--- src/annunciator_defs.vh ---
`ifndef ANNUNCIATOR_DEFS_VH
`define ANNUNCIATOR_DEFS_VH

// ----------------------------------------
// flash timing, clock 40 MHz
// ----------------------------------------
`define CLK_HZ 40000000
// half periods in milliseconds
`define SLOW_HALF_MS 500
`define FAST_HALF_MS 250
`define QUICK_HALF_MS 100
// half periods in cycles, same times at 40 MHz, sized to the divider
`define SLOW_HALF_CYC 25'h1312D00
`define FAST_HALF_CYC 25'h0989680
`define QUICK_HALF_CYC 25'h03D0900
`define FLASH_CNT_W 25

// ----------------------------------------
// lamp modes, one-hot
// ----------------------------------------
`define LAMP_OFF 3'h1
`define LAMP_FLASH 3'h2
`define LAMP_STEADY 3'h4

`endif

--- src/flash_divider.v ---
`timescale 1ns/1ps
// ----------------------------------------
// square wave, 50 percent duty
// ----------------------------------------
module flash_divider #(
  parameter [24:0] HALF_CYC = 25'h0000010
) (
  // clock and reset
  input wire ref_clk,
  input wire reset,
  // flash level
  output reg wave_q
);

  reg [24:0] cnt_q;

  // count one half period, then toggle
  always @(posedge ref_clk) begin
    if (reset) begin
      cnt_q <= 25'h0000000;
      wave_q <= 1'b0;
    end else if (cnt_q >= HALF_CYC - 25'h0000001) begin
      cnt_q <= 25'h0000000;
      wave_q <= ~wave_q;
    end else begin
      cnt_q <= cnt_q + 25'h0000001;
    end
  end

endmodule

--- src/alarm_latch.v ---
`timescale 1ns/1ps
`include "annunciator_defs.vh"
// ----------------------------------------
// one annunciation: flash, acknowledge, steady
// ----------------------------------------
module alarm_latch #(
  parameter AUTO_CLEAR = 1
) (
  // clock and reset
  input wire ref_clk,
  input wire reset,
  // condition and operator acknowledge
  input wire cond,
  input wire ack,
  // state
  output reg active_q,
  output reg acked_q,
  output wire [2:0] mode
);

  // latch alarm and its acknowledge; a new alarm beats a same-cycle ack
  always @(posedge ref_clk) begin
    if (reset) begin
      active_q <= 1'b0;
      acked_q <= 1'b0;
    end else if (!active_q) begin
      active_q <= cond;
      acked_q <= 1'b0;
    end else if (AUTO_CLEAR != 0 && !cond) begin
      active_q <= 1'b0;
      acked_q <= 1'b0;
    end else if (AUTO_CLEAR == 0 && !cond && acked_q) begin
      active_q <= 1'b0;
      acked_q <= 1'b0;
    end else if (ack) begin
      acked_q <= 1'b1;
    end
  end

  // off, flashing until acked, then steady
  assign mode = !active_q ? `LAMP_OFF : (acked_q ? `LAMP_STEADY : `LAMP_FLASH);

endmodule

--- src/compressor_annunciator_lamps.v ---
`timescale 1ns/1ps
`include "annunciator_defs.vh"
// Contract
// emergency stop forces run output off
// acknowledge still processed during emergency stop
// running lamp slow flash when ready
// running lamp faster flash while starting
// running lamp steady while running
// running lamp quick flash until motor off
// warning lamp flashes on warning condition
// operator acknowledge recorded for active warning
// warning clears itself when cause gone
// acknowledged warning lamp steady while present
// shutdown limit stops machine, flashes red
// acknowledged shutdown lamp steady while present
// red off only when cleared and acknowledged
// three clock-divided flash rates, half duty
// running lamp covers start, run, stop
module compressor_annunciator_lamps (
  // clock and reset
  input wire ref_clk,
  input wire reset,
  // compressor sequencer state
  input wire st_ready,
  input wire st_starting,
  input wire st_running,
  input wire st_stopping,
  input wire motor_off,
  input wire run_request,
  // condition detectors and panel
  input wire warn_cond,
  input wire shut_cond,
  input wire estop,
  input wire ack,
  // lamp drives, run output and status flags
  output reg run_lamp_q,
  output reg warn_lamp_q,
  output reg shut_lamp_q,
  output reg run_out_q,
  output reg warn_acked_q,
  output reg shut_active_q
);

  // ----------------------------------------
  // flash rates
  // ----------------------------------------
  wire slow_w;
  wire fast_w;
  wire quick_w;

  flash_divider #(.HALF_CYC(`SLOW_HALF_CYC)) u_slow (
    .ref_clk(ref_clk),
    .reset(reset),
    .wave_q(slow_w)
  );
  flash_divider #(.HALF_CYC(`FAST_HALF_CYC)) u_fast (
    .ref_clk(ref_clk),
    .reset(reset),
    .wave_q(fast_w)
  );
  flash_divider #(.HALF_CYC(`QUICK_HALF_CYC)) u_quick (
    .ref_clk(ref_clk),
    .reset(reset),
    .wave_q(quick_w)
  );

  // ----------------------------------------
  // annunciations
  // ----------------------------------------
  wire warn_act;
  wire warn_ack;
  wire [2:0] warn_mode;
  wire shut_act;
  wire shut_ack;
  wire [2:0] shut_mode;

  // ack input is not gated by estop
  alarm_latch #(.AUTO_CLEAR(1)) u_warn (
    .ref_clk(ref_clk),
    .reset(reset),
    .cond(warn_cond),
    .ack(ack),
    .active_q(warn_act),
    .acked_q(warn_ack),
    .mode(warn_mode)
  );
  alarm_latch #(.AUTO_CLEAR(0)) u_shut (
    .ref_clk(ref_clk),
    .reset(reset),
    .cond(shut_cond),
    .ack(ack),
    .active_q(shut_act),
    .acked_q(shut_ack),
    .mode(shut_mode)
  );

  // ----------------------------------------
  // running phase decode
  // ----------------------------------------
  localparam [4:0] RUN_IDLE = 5'h01;
  localparam [4:0] RUN_READY = 5'h02;
  localparam [4:0] RUN_START = 5'h04;
  localparam [4:0] RUN_ON = 5'h08;
  localparam [4:0] RUN_STOP = 5'h10;

  reg [4:0] run_state_q;
  reg [4:0] run_state_d;

  // phase priority: stopping, running, starting, ready
  always @* begin
    run_state_d = RUN_IDLE;
    if (st_stopping && !motor_off) begin
      run_state_d = RUN_STOP;
    end else if (st_running) begin
      run_state_d = RUN_ON;
    end else if (st_starting) begin
      run_state_d = RUN_START;
    end else if (st_ready) begin
      run_state_d = RUN_READY;
    end
  end

  // phase register, idle out of reset
  always @(posedge ref_clk) begin
    if (reset) begin
      run_state_q <= RUN_IDLE;
    end else begin
      run_state_q <= run_state_d;
    end
  end

  // ----------------------------------------
  // lamp drive
  // ----------------------------------------
  reg run_lamp_d;
  reg warn_lamp_d;
  reg shut_lamp_d;

  // running lamp by decoded phase
  always @* begin
    case (run_state_q)
      RUN_READY: begin
        run_lamp_d = slow_w;
      end
      RUN_START: begin
        run_lamp_d = fast_w;
      end
      RUN_ON: begin
        run_lamp_d = 1'b1;
      end
      RUN_STOP: begin
        run_lamp_d = quick_w;
      end
      default: begin
        run_lamp_d = 1'b0;
      end
    endcase
  end

  // warning lamp by latch mode
  always @* begin
    case (warn_mode)
      `LAMP_FLASH: begin
        warn_lamp_d = fast_w;
      end
      `LAMP_STEADY: begin
        warn_lamp_d = 1'b1;
      end
      default: begin
        warn_lamp_d = 1'b0;
      end
    endcase
  end

  // shutdown lamp by latch mode
  always @* begin
    case (shut_mode)
      `LAMP_FLASH: begin
        shut_lamp_d = fast_w;
      end
      `LAMP_STEADY: begin
        shut_lamp_d = 1'b1;
      end
      default: begin
        shut_lamp_d = 1'b0;
      end
    endcase
  end

  // ----------------------------------------
  // run permit and status
  // ----------------------------------------
  wire run_block;
  wire run_out_d;
  wire warn_acked_d;
  wire shut_active_d;

  // estop is never masked; a raw or latched shutdown blocks too
  assign run_block = estop || shut_act || shut_cond;
  assign run_out_d = run_request && !run_block;
  // acknowledged only while the warning stands
  assign warn_acked_d = warn_act && warn_ack;
  // latched shutdown still waiting for the operator
  assign shut_active_d = shut_act && !shut_ack;

  // ----------------------------------------
  // output registers
  // ----------------------------------------
  // running lamp
  always @(posedge ref_clk) begin
    if (reset) begin
      run_lamp_q <= 1'b0;
    end else begin
      run_lamp_q <= run_lamp_d;
    end
  end

  // warning lamp
  always @(posedge ref_clk) begin
    if (reset) begin
      warn_lamp_q <= 1'b0;
    end else begin
      warn_lamp_q <= warn_lamp_d;
    end
  end

  // shutdown lamp
  always @(posedge ref_clk) begin
    if (reset) begin
      shut_lamp_q <= 1'b0;
    end else begin
      shut_lamp_q <= shut_lamp_d;
    end
  end

  // compressor run output, one edge after a stop cause
  always @(posedge ref_clk) begin
    if (reset) begin
      run_out_q <= 1'b0;
    end else begin
      run_out_q <= run_out_d;
    end
  end

  // warning acknowledged flag
  always @(posedge ref_clk) begin
    if (reset) begin
      warn_acked_q <= 1'b0;
    end else begin
      warn_acked_q <= warn_acked_d;
    end
  end

  // shutdown awaiting acknowledge
  always @(posedge ref_clk) begin
    if (reset) begin
      shut_active_q <= 1'b0;
    end else begin
      shut_active_q <= shut_active_d;
    end
  end

endmodule

--- config.mk ---
export PLATFORM = sky130hd
export DESIGN_NAME = compressor_annunciator_lamps
export DESIGN_NICKNAME = d
export VERILOG_FILES = /design/src/flash_divider.v /design/src/alarm_latch.v /design/src/compressor_annunciator_lamps.v
export VERILOG_INCLUDE_DIRS = /design/src /design/src/src
export SDC_FILE = /design/constraint.sdc
export NUM_CORES = 1
export LEC_CHECK = 0
export ABC_CLOCK_PERIOD_IN_PS = 2400
export BUFFER_PORTS_ARGS = -buffer_cell sky130_fd_sc_hd__buf_4
export CAP_MARGIN = 20
export CORE_MARGIN = 2
export CORE_UTILIZATION = 40
export CTS_BUF_LIST = sky130_fd_sc_hd__clkbuf_8
export CTS_CLUSTER_SIZE = 20
export DETAILED_ROUTE_END_ITERATION = 12
export PLACE_DENSITY = 0.55
export SYNTH_ARGS = -nofsm -noshare
export SYNTH_HDL_FRONTEND = slang
export SYNTH_SLANG_ARGS = --single-unit
--- constraint.sdc ---
create_clock -name ref_clk -period 2.4 [get_ports ref_clk]
set_input_delay 0.36 -clock ref_clk [delete_from_list [all_inputs] [get_ports ref_clk]]
set_output_delay 0.36 -clock ref_clk [all_outputs]
set_load 0.005 [all_outputs]
**Word level (Yosys, flattened, before mapping)**

Cells that the tools add are included.

- Add/subtract/negate cells: 3
- Bitwise logic cells: 6
- Eq/ne operators: 8
- Reduce and logical (&&, ||, !) cells: 19
- Magnitude comparators: 3
- Muxes and demuxes: 15

Operators by type and width:

| cell | count |
|---|---|
| 25-bit by 1-bit adder with 25-bit output (second input constant) | 3 |
| 25-bit by 22-bit greater-or-equal comparator with 1-bit output (second input constant) | 1 |
| 25-bit by 24-bit greater-or-equal comparator with 1-bit output (second input constant) | 1 |
| 25-bit greater-or-equal comparator (second input constant) | 1 |
| 3-bit 2-to-1 mux | 5 |
| 3-bit OR reduction | 3 |
| 2-bit OR reduction | 4 |
| 3-bit by 2-bit == test with 1-bit output (second input constant) | 2 |
| 3-bit == test (second input constant) | 2 |
| 1-bit NOT | 6 |
| 5-bit by 2-bit == test with 1-bit output (second input constant) | 1 |
| 5-bit by 3-bit == test with 1-bit output (second input constant) | 1 |
| 5-bit by 4-bit == test with 1-bit output (second input constant) | 1 |
| 5-bit == test (second input constant) | 1 |
| 1-bit logical AND | 5 |
| 5-bit 2-to-1 mux | 1 |
| 1-bit zero test | 4 |
| 1-bit 2-to-1 mux | 4 |
| 4-bit 2-to-1 mux | 1 |
| 1-bit case mux with 2 select lines | 2 |
| 1-bit case mux with 4 select lines | 1 |
| 4-bit OR reduction | 1 |
| 1-bit logical OR | 2 |
| 2-bit 2-to-1 mux | 1 |

- Word-level logic and storage cells: 74
- Flip-flop bits (word level): 93
- Output and inout bits: 6
- Bits of input ports: 12

**Logic depth before layout (Yosys ltp)**

Gate-level depths: netlist of the first run.

- Depth after elaboration: 4
- Depth in mapped cells: 8
- Depth with buffers taken out: 6

**Modules after synthesis**

A second synthesis of the first run with hierarchy kept.

- Cells, all modules: 461
- Area total of the unflattened synthesis: 4,162.7 µm²

Modules (own cells, without submodules):

| module | cells an instance | seq. area each (µm²) | times used | area each (µm²) |
|---|---|---|---|---|
| flash_divider at u_fast | 147 | 520.5 | 1 | 1,241.2 |
| flash_divider at u_slow | 135 | 520.5 | 1 | 1,199.9 |
| flash_divider at u_quick | 122 | 520.5 | 1 | 1,132.3 |
| compressor_annunciator_lamps | 42 | 220.2 | 1 | 422.9 |
| alarm_latch at u_shut | 8 | 40.0 | 1 | 88.8 |
| alarm_latch at u_warn | 7 | 40.0 | 1 | 77.6 |

**Worst setup path after synthesis of the first run**

Ideal clock, no wire load.

- Kind: reg2reg
- Start: register u_slow.cnt_q[23]
- End: register u_slow.cnt_q[10]
- Path buffers: 1
- Stages on the path, launching flop included: 7
- Path slack: 0.488 ns
- Clock period less this slack: 1.912 ns
- Arrival: 1.847 ns
- Setup time: 0.064 ns
- Required time: 2.336 ns
- Path through: dfxtp_1 nor2_1 nor4b_1 mux2_2 a311o_1 buf_2 nor2_1

- Word-level cells in the longest chain between the ends: 2

Ends and longest elaborated chain:

| item | RTL line | RTL |
|---|---|---|
| start, declared | flash_divider.v:15 | `reg [24:0] cnt_q;` |
| start signal, assigned | flash_divider.v:26 | `cnt_q <= cnt_q + 25'h0000001;` |
| 25-bit greater-or-equal comparator | flash_divider.v:22 | `end else if (cnt_q >= HALF_CYC - 25'h0000001) begin` |
| 2-bit OR reduction (no line) | -- |  |

Every way passes these cells.
A chain may end at the register's enable or synchronous reset.

**Final worst setup path of the first run**

- Start: register u_slow.cnt_q[23]
- End: register u_slow.cnt_q[21]

Same word-level chain as after synthesis.

==> results of run 1 <==
layer usage:
layer / up-vias / track usage / share of wire
li1: 1581 / - / -
met1: 1390 / 0.177 / 0.50
met2: 20 / 0.229 / 0.46
met3: 9 / 0.0426 / 0.026
met4: 0 / 0.0550 / 0.011
met5: - / 0 / 0
critical path, stage by stage, from the launching register on:
cell,delay (ns)
dfxtp_1,0.34
nor2_1,0.12
nor4b_1,0.48
mux2_2,0.41
a311o_1,0.33
buf_4,0.20
nor2_1,0.11
flip-flops by register name, indices dropped and copies added (netlist names):
signal and flops:
u_quick.cnt_q 25, u_slow.wave_q 1, u_warn.acked_q 1, run_state_q 5, u_quick.wave_q 1, u_fast.wave_q 1
u_shut.active_q 1, warn_acked_q 1, shut_lamp_q 1, u_warn.active_q 1, shut_active_q 1, u_fast.cnt_q 25
run_lamp_q 1, u_slow.cnt_q 25, u_shut.acked_q 1, run_out_q 1, warn_lamp_q 1
per-stage QoR:
| stage | hold slack, ns | setup slack [ns] | cells |
|---|---|---|---|
| 5_1_grt | 0.117 | 0.0898 | 612 |
| 2_1_floorplan | 0.374 | 0.488 | 458 |
| 4_1_cts | 0.118 | 0.296 | 612 |
| 3_5_place_dp | 0.384 | 0.319 | 596 |
| 3_3_place_gp | 0.385 | 0.400 | 596 |
| 6_report | 0.140 | 0.333 | 612 |
path summary, 6_finish.rpt:
kind / cells after the start / endpoint / start / slack [ns]
worst max-delay path: 6 / u_slow.cnt_q[21] / u_slow.cnt_q[23] / 0.33
worst min-delay path: 2 / run_out_q / estop / 0.14
worst max register to register: 6 / u_slow.cnt_q[21] / u_slow.cnt_q[23] / 0.33
worst min register to register: 1 / run_lamp_q / run_state_q[0] / 0.39
power groups by stage:
stage / logic, mW / clock network (mW) / registers, mW
finish: 0.0877 / 0.975 / 1.58
global route: 0.100 / 1.09 / 1.59
CTS: 0.0894 / 1.03 / 1.58
detailed placement: 0.0890 / 0 / 1.62
global placement: 0.0884 / 0 / 1.62
floorplan: 0.0566 / 0 / 1.61
cell usage in the layout (no fill, tap or decap), types with 7 or more instances in the layout:
cell      instances
a21oi_1           7
and3_1            9
and4_1            7
buf_4            22
clkbuf_8          9
dfxtp_1          93
inv_1            14
nand2_1          26
nand3_1          14
nand4_1          20
nor2_1           88
nor2_2           11
nor3_1           16
nor4_1           10
xnor2_1          37
xor2_1           24
layout make-up:
cell class / instances / share of cell area
Sequential cell: 93 / 0.418
Inverter: 14 / 0.0118
Timing Repair Buffer: 22 / 0.0370
Multi-Input combinational cell: 334 / 0.455
Clock inverter: 7 / 0.0132
Clock buffer: 9 / 0.0278
Tap cell: 133 / 0.0373
kinds of logic after synthesis:
logic type / count (synthesis) / synth area share
simple gates: 234 / 0.299
flops: 93 / 0.463
xor+xnor: 61 / 0.133
buf+inv: 31 / 0.0346
compound gates: 28 / 0.0489
mux: 4 / 0.0109
fa+ha+maj: 3 / 0.00934
other cells: 1 / 0.000933
==> results.yml, run 1 <==
synth:
  synth-seq-cells: 93
  synth_edf_count: 0
  synth_cells: 455
  synth_top_cell_by_area: "dfxtp_1"
  yosys_most_used_dff: "dfxtp_1"
  yosysMostFrequentCell: "dfxtp_1"
  synth_commonest_cells: "93 x dfxtp_1, 88 x nor2_1, 37 x xnor2_1"
  synthArstFlopShare: 0
  synth_top_area_share: 0.463
  syn_area_mm2: 0.00402
  yosysUniqueCellTypes: 50
  yosys-top-cells-area: "dfxtp_1 46%, nor2_1 8.2%, xnor2_1 8.1%"
  synth_area_per_cell_um2: 8.83
  yosys_warnings: 0
  yosysSeqAreaShare: 0.463
clock_network:
  cts_buffer_depth: 2
  cts_made_buffers: 9
  insertion_delay_ns: 0.36
  cts_setup_buffers: 0
  cts_tree: "done"
  h-tree-depth: 3
  clkTransAtPathRegs_ns: 0.10
  holdBufCountCts: 0
  clkSinkCount: 93
  cts_resized: 0
  clock-root-buffer: "clkbuf_8"
sta:
  setup_viol: 0
  slew_violations: 0
  worstMarginPinSlew_ns: 0.556
  period_minus_slack_ns: 2.07
  finClkSkew_ns: 0.00624
  hold_viol_final: 0
  slew_headroom: 0.624
  clock.fmax_mhz: 484
  rsz0062_at_grt: "no"
  fin_crit_sh: 0.861
  setup_tns_ns: 0
placed_design:
  place_congestion: 0.815
  hpwlAfterDp_um: 5020
  place_area_mm2: 0.00428
  io_buffer_count: 17
power:
  peakVddDrop_v: 0.000487
  leakagePower_nw: 1.48
  switching_share: 0.243
  power_frac_comb: 0.033
  p_switching_mw: 0.643
  pwr_density_cell_mw_per_mm2: 593
  seqPwrFrac: 0.598
  internal_power_mw: 2.00
  p_clk_frac: 0.369
  total_power_mw: 2.64
floorplan:
  start_util: 0.411
  die_width_um: 104
  die_area_mm2: 0.0109
  die_h_um: 104
  core-area_mm2: 0.00977
  ioPinCount: 18
  rows: 36
detailed_routing:
  wl_um: 7130
  drc: 0
  wl_per_cell_um: 11.6
  via_count: 3000
  final_antenna_net_count: 0
  drtPass1Iterations: 4
  avgViaCountPerCell: 4.90
  drt_iter0_drc: 110
worst_setup_path:
  critical_path_required_ns: 2.70
  crit_fanout: 16
  worstPathArrival_ns: 2.37
  crit_type: "reg -> reg"
  start_kind: "register"
  endpoint_kind: "register"
final_layout:
  multiInputGateArea_mm2: 0.00203
  fillers: 985
  layout-drive-gt1-share: 0.119
  fin_util: 0.456
  nets: 489
  register_area_mm2: 0.00186
  fin_area_mm2: 0.00446
  area.growth.synth_to_final_pct: 10.9
  diodes: 0
grt:
  grt_pass1_vias: 2898
  grt_pass1_wl_um: 12700
  grt.total_usage: 0.141
  grt_max_degree: 25
  antenna_found_initial: 0
  grt_overflow_total: 0
run_status:
  outcome: "completed"
min_path:
  hp-class: "in -> reg"
flow_run:
  maxCapViolCount: 0
No activity file was read; power rests on OpenSTA's default activity.
==> inputs of run 2 (changes only) <==
- CORE_ASPECT_RATIO: default -> 0.6
- CORE_UTILIZATION: 40 -> 55
- GPL_TIMING_DRIVEN: default -> 0
- PLACE_DENSITY: 0.55 -> 0.71
==> run 2 against run 1 <==
Effect of this change:
- power fell by 3.5%
- sequential power barely moved
- clock power fell by 9.8%
- largest power group unchanged
- critical path depth did not move
- worst hold slack improved by 0.014 ns
- first-iteration DRC count rose by 110%
- register-to-register slack got worse by 0.06 ns
- clock skew rose by 0.0018 ns
- fmax fell by 3.0%
- non-clock buffer count rose by 12
- sequential share of layout area rose by 0.20 points
- final cell count fell by 5.1%
==> results.yml, run 2 (synthesis results as in run 1) <==
worst_setup_path:
  cpPeakStageDelay_ns: 0.64
  path_cells: "ha_1 -> and3_1 -> nand4_1 -> or4b_4 -> xor2_1 -> nor2_2"
  worst_path_max_delay_cell: "or4b_4"
  critical_path_required_ns: 2.66
  start_kind: "register"
  r2r-end: "u_fast.cnt_q[22]"
  regToRegStartpoint: "u_fast.cnt_q[0]"
  endpoint_kind: "register"
  crit_fanout: 8
  crit_cells: 6
  r2r_cells: 6
  crit_type: "reg -> reg"
  cp_top_family: "simple AND/OR/NAND/NOR gates"
  worstPathArrival_ns: 2.39
  crit_buf_inv: 0
  r2r_setup_slack_ns: 0.27
power:
  peakVddDrop_v: 0.000479
  total_power_mw: 2.55
  pwr_density_cell_mw_per_mm2: 575
  leakagePower_nw: 1.51
sta:
  setup_tns_ns: 0
  slew_violations: 0
  period_minus_slack_ns: 2.13
  finClkSkew_ns: 0.00804
  setup_viol: 0
  clock.fmax_mhz: 469
  fin_crit_sh: 0.888
  hold_viol_final: 0
  rsz0062_at_grt: "no"
clock_network:
  clkSinkCount: 93
  cts_buffer_depth: 2
  holdBufCountCts: 0
  h-tree-depth: 3
  cts_setup_buffers: 0
  clkTransAtPathRegs_ns: 0.08
  insertion_delay_ns: 0.36
  clock-root-buffer: "clkbuf_8"
  cts_made_buffers: 9
  cts_tree: "done"
detailed_routing:
  wl_um: 7400
  wl_per_cell_um: 12.7
  avgViaCountPerCell: 5.31
  final_antenna_net_count: 0
  drt_iter0_drc: 229
  via_count: 3083
  drtPass1Iterations: 4
  drc: 0
floorplan:
  die_h_um: 70.2
  core-area_mm2: 0.00718
  rows: 24
  ioPinCount: 18
  start_util: 0.560
  die_area_mm2: 0.00803
  die_width_um: 114
min_path:
  whs_endpoint: "run_out_q"
  hold_depth: 2
  hp-class: "in -> reg"
  min_from: "estop"
run_status:
  outcome: "completed"
placed_design:
  place_congestion: 0.806
  io_buffer_count: 17
  place_area_mm2: 0.00427
  hpwlAfterDp_um: 5320
final_layout:
  fillers: 625
  layout_common_cells: "93 x dfxtp_1, 88 x nor2_1, 37 x xnor2_1"
  diodes: 0
  fin_area_mm2: 0.00444
  nets: 501
  layout_commonest_cell: "dfxtp_1"
  reg_top3: "u_fast.cnt_q (25), u_quick.cnt_q (25), u_slow.cnt_q (25)"
  area.growth.synth_to_final_pct: 10.4
  layout-drive-gt1-share: 0.116
flow_run:
  maxCapViolCount: 0
grt:
  grt.total_usage: 0.206
  antenna_found_initial: 0
  grt_pass1_wl_um: 13100
  grt_max_degree: 14
  grt_overflow_total: 0
  grt_pass1_vias: 2891
[run 2: cell count changes in the layout (fill, tap and decap cells not counted), sizes merged]
cell	change
buf	+4
clkbuf	+9
clkinv	-1
clkinvlp	-1
[run 2: worst max-delay path by stage]
stage / from / end / slack [ns]
floorplan: u_slow.cnt_q[23] / u_slow.cnt_q[10] / 0.49
global placement: u_fast.cnt_q[0] / u_fast.cnt_q[22] / 0.25
detailed placement: u_slow.cnt_q[23] / u_slow.cnt_q[18] / 0.13
CTS: u_slow.cnt_q[23] / u_slow.cnt_q[18] / 0.11
global route: u_fast.cnt_q[0] / u_fast.cnt_q[22] / 0.12
finish: u_fast.cnt_q[0] / u_fast.cnt_q[22] / 0.27
[run 2: power by group]
group	internal [mW]	switching (mW)
Clock	0.385	0.495
Combinational	0.0438	0.0474
Sequential	1.57	0.0166
[run 2: cell type report]
cell class                 instances  area, µm²  area share
inverter                          14       52.6      0.0118
clock inverter                     5       21.3     0.00479
timing repair buffer              17        128      0.0288
sequential                        93       1860       0.420
tap                               91        114      0.0257
clock buffer                      10        138      0.0310
multi-input combinational        334       2040       0.459
buffer                            17       86.3      0.0195
[run 2: through the flow]
step	cells	setup WS (ns)	hold WS (ns)	utilization
3_5_place_dp	566	0.130	0.385	0.595
2_1_floorplan	458	0.488	0.374	-
6_report	581	0.270	0.153	0.618
5_1_grt	581	0.119	0.149	0.618
3_3_place_gp	566	0.249	0.384	0.595
4_1_cts	581	0.109	0.140	0.617
[run 2: per-layer routing]
metal	wire [µm]	vias up	track usage
li1	-	1615	-
met4	93	0	0.0732
met2	2970	59	0.285
met5	0	-	0
met1	3960	1400	0.301
met3	376	9	0.0625
[run 2: timing repair]
action,CTS,global route
endpoints found under the setup margin,0,18
hold endpoints to repair,0,0
gates resized for setup,0,1
==> inputs of run 3 (changes only) <==
- CORE_MARGIN: 2 -> 4
- CORE_UTILIZATION: 55 -> 50
- PLACE_DENSITY: 0.71 -> 0.66
- TNS_END_PERCENT: default -> 1
==> run 3 against run 2 <==
Effect of this change:
- fmax is 4.2% lower
- power is 15% higher
- first-iteration DRC count is 28% lower
- register-to-register slack worse by 0.09 ns
- worst setup slack worse by 0.094 ns
- combinational power hardly changed
- non-clock buffer count stayed put
- core utilization is 4.0 points lower
- global-route usage is 3.7 points lower
- wire length is 1.5% lower
- critical path depth stayed put
- largest cell class unchanged
- highest routed layer unchanged
==> results.yml, run 3 (synthesis results as in run 1) <==
grt:
  grt_overflow_total: 0
  grt.total_usage: 0.169
  grt_max_degree: 17
  antenna_found_initial: 0
  grt_pass1_vias: 2839
  grt_pass1_wl_um: 12900
floorplan:
  ioPinCount: 18
  die_h_um: 77.4
  start_util: 0.512
  die_area_mm2: 0.00958
  core-area_mm2: 0.00785
  rows: 25
  die_width_um: 124
sta:
  worstMarginPinSlew_ns: 0.548
  fin_crit_sh: 0.927
  slew_headroom: 0.630
  clock.fmax_mhz: 449
  period_minus_slack_ns: 2.22
  setup_tns_ns: 0
  hold_viol_final: 0
  rsz0062_at_grt: "no"
  finClkSkew_ns: 0.00731
  slew_violations: 0
  setup_viol: 0
placed_design:
  place_area_mm2: 0.00429
  io_buffer_count: 17
  placed_cells: 583
  place_congestion: 0.839
  hpwlAfterDp_um: 5310
worst_setup_path:
  cp_top_family: "simple AND/OR/NAND/NOR gates"
  path_cells: "nor2_1 -> nor4b_1 -> mux2_2 -> a311o_1 -> buf_2 -> nor2_1"
  endpoint_kind: "register"
  worstPathArrival_ns: 2.53
  cp_common_cell: "nor2_1"
  crit_buf_inv: 1
  crit_fanout: 10
  worst_path_max_delay_cell: "nor4b_1"
  critical_path_required_ns: 2.71
  crit_type: "reg -> reg"
  start_kind: "register"
  cpPeakStageDelay_ns: 0.48
final_layout:
  fillers: 720
  fin_area_mm2: 0.00454
  layout_commonest_cell: "dfxtp_1"
  diodes: 0
  area.growth.synth_to_final_pct: 12.9
  reg_top3: "u_fast.cnt_q (25), u_quick.cnt_q (25), u_slow.cnt_q (25)"
  fin_cells: 599
  layout-drive-gt1-share: 0.122
  nets: 501
  layout_common_cells: "93 x dfxtp_1, 88 x nor2_1, 37 x xnor2_1"
power:
  pwr_density_cell_mw_per_mm2: 648
  peakVddDrop_v: 0.000320
  leakagePower_nw: 1.53
detailed_routing:
  final_antenna_net_count: 0
  via_count: 3071
  wl_um: 7290
  drt_iter0_drc: 164
  avgViaCountPerCell: 5.13
  topRoutingLayerUsed: "met4"
  wl_met2_um: 2860
  drtPass1Iterations: 4
  wirelength_met1_um: 4010
  route.met3.wl_um: 349
  wl_per_cell_um: 12.2
  drc: 0
clock_network:
  clkTransAtPathRegs_ns: 0.09
  cts_made_buffers: 9
  insertion_delay_ns: 0.37
  cts_tree: "done"
  cts_resized: 0
  clock-root-buffer: "clkbuf_8"
  clkSinkCount: 93
  h-tree-depth: 3
  holdBufCountCts: 0
  cts_buffer_depth: 2
  cts_setup_buffers: 0
min_path:
  hp-class: "in -> reg"
flow_run:
  maxCapViolCount: 0
run_status:
  outcome: "completed"
run 3: layout make-up:
cell class,instances,area [µm²],share of cell area
multi-input cells,334,2030,0.447
flip-flops and latches,93,1860,0.410
well taps,108,135,0.0298
repair buffers,17,128,0.0281
clock buffers,9,124,0.0273
clock inverters,7,121,0.0267
plain buffers,17,86.3,0.0190
inverters,14,52.6,0.0116
run 3: final timing paths:
check	slack, ns	depth (start not counted)	startpoint	end
setup / recovery	0.18	6	u_slow.cnt_q[23]	u_slow.cnt_q[13]
hold / removal	0.14	2	estop	run_out_q
setup reg to reg	0.18	6	u_slow.cnt_q[23]	u_slow.cnt_q[13]
hold reg to reg	0.41	1	run_state_q[0]	run_lamp_q
run 3: per-layer routing:
metal / vias to the layer above / track usage
met3: 6 / 0.0568
met2: 54 / 0.229
met4: 0 / 0.0530
met5: - / 0
met1: 1404 / 0.251
li1: 1607 / -
run 3: metrics by stage:
step / worst slack, ns / util / total power [mW] / hold slack, ns
4_1_cts: 0.173 / 0.578 / 2.97 / 0.122
5_1_grt: 0.000766 / 0.578 / 3.05 / 0.110
2_1_floorplan: 0.488 / - / 1.67 / 0.374
6_report: 0.175 / 0.578 / 2.94 / 0.140
3_5_place_dp: 0.199 / 0.547 / 1.71 / 0.408
3_3_place_gp: 0.191 / 0.547 / 1.71 / 0.395
run 3: power by group:
group | total [mW] | internal [mW] | switching, mW
Clock | 1.27 | 0.699 | 0.568
Sequential | 1.58 | 1.57 | 0.0157
Combinational | 0.0910 | 0.0440 | 0.0470
Total | 2.94 | 2.31 | 0.630
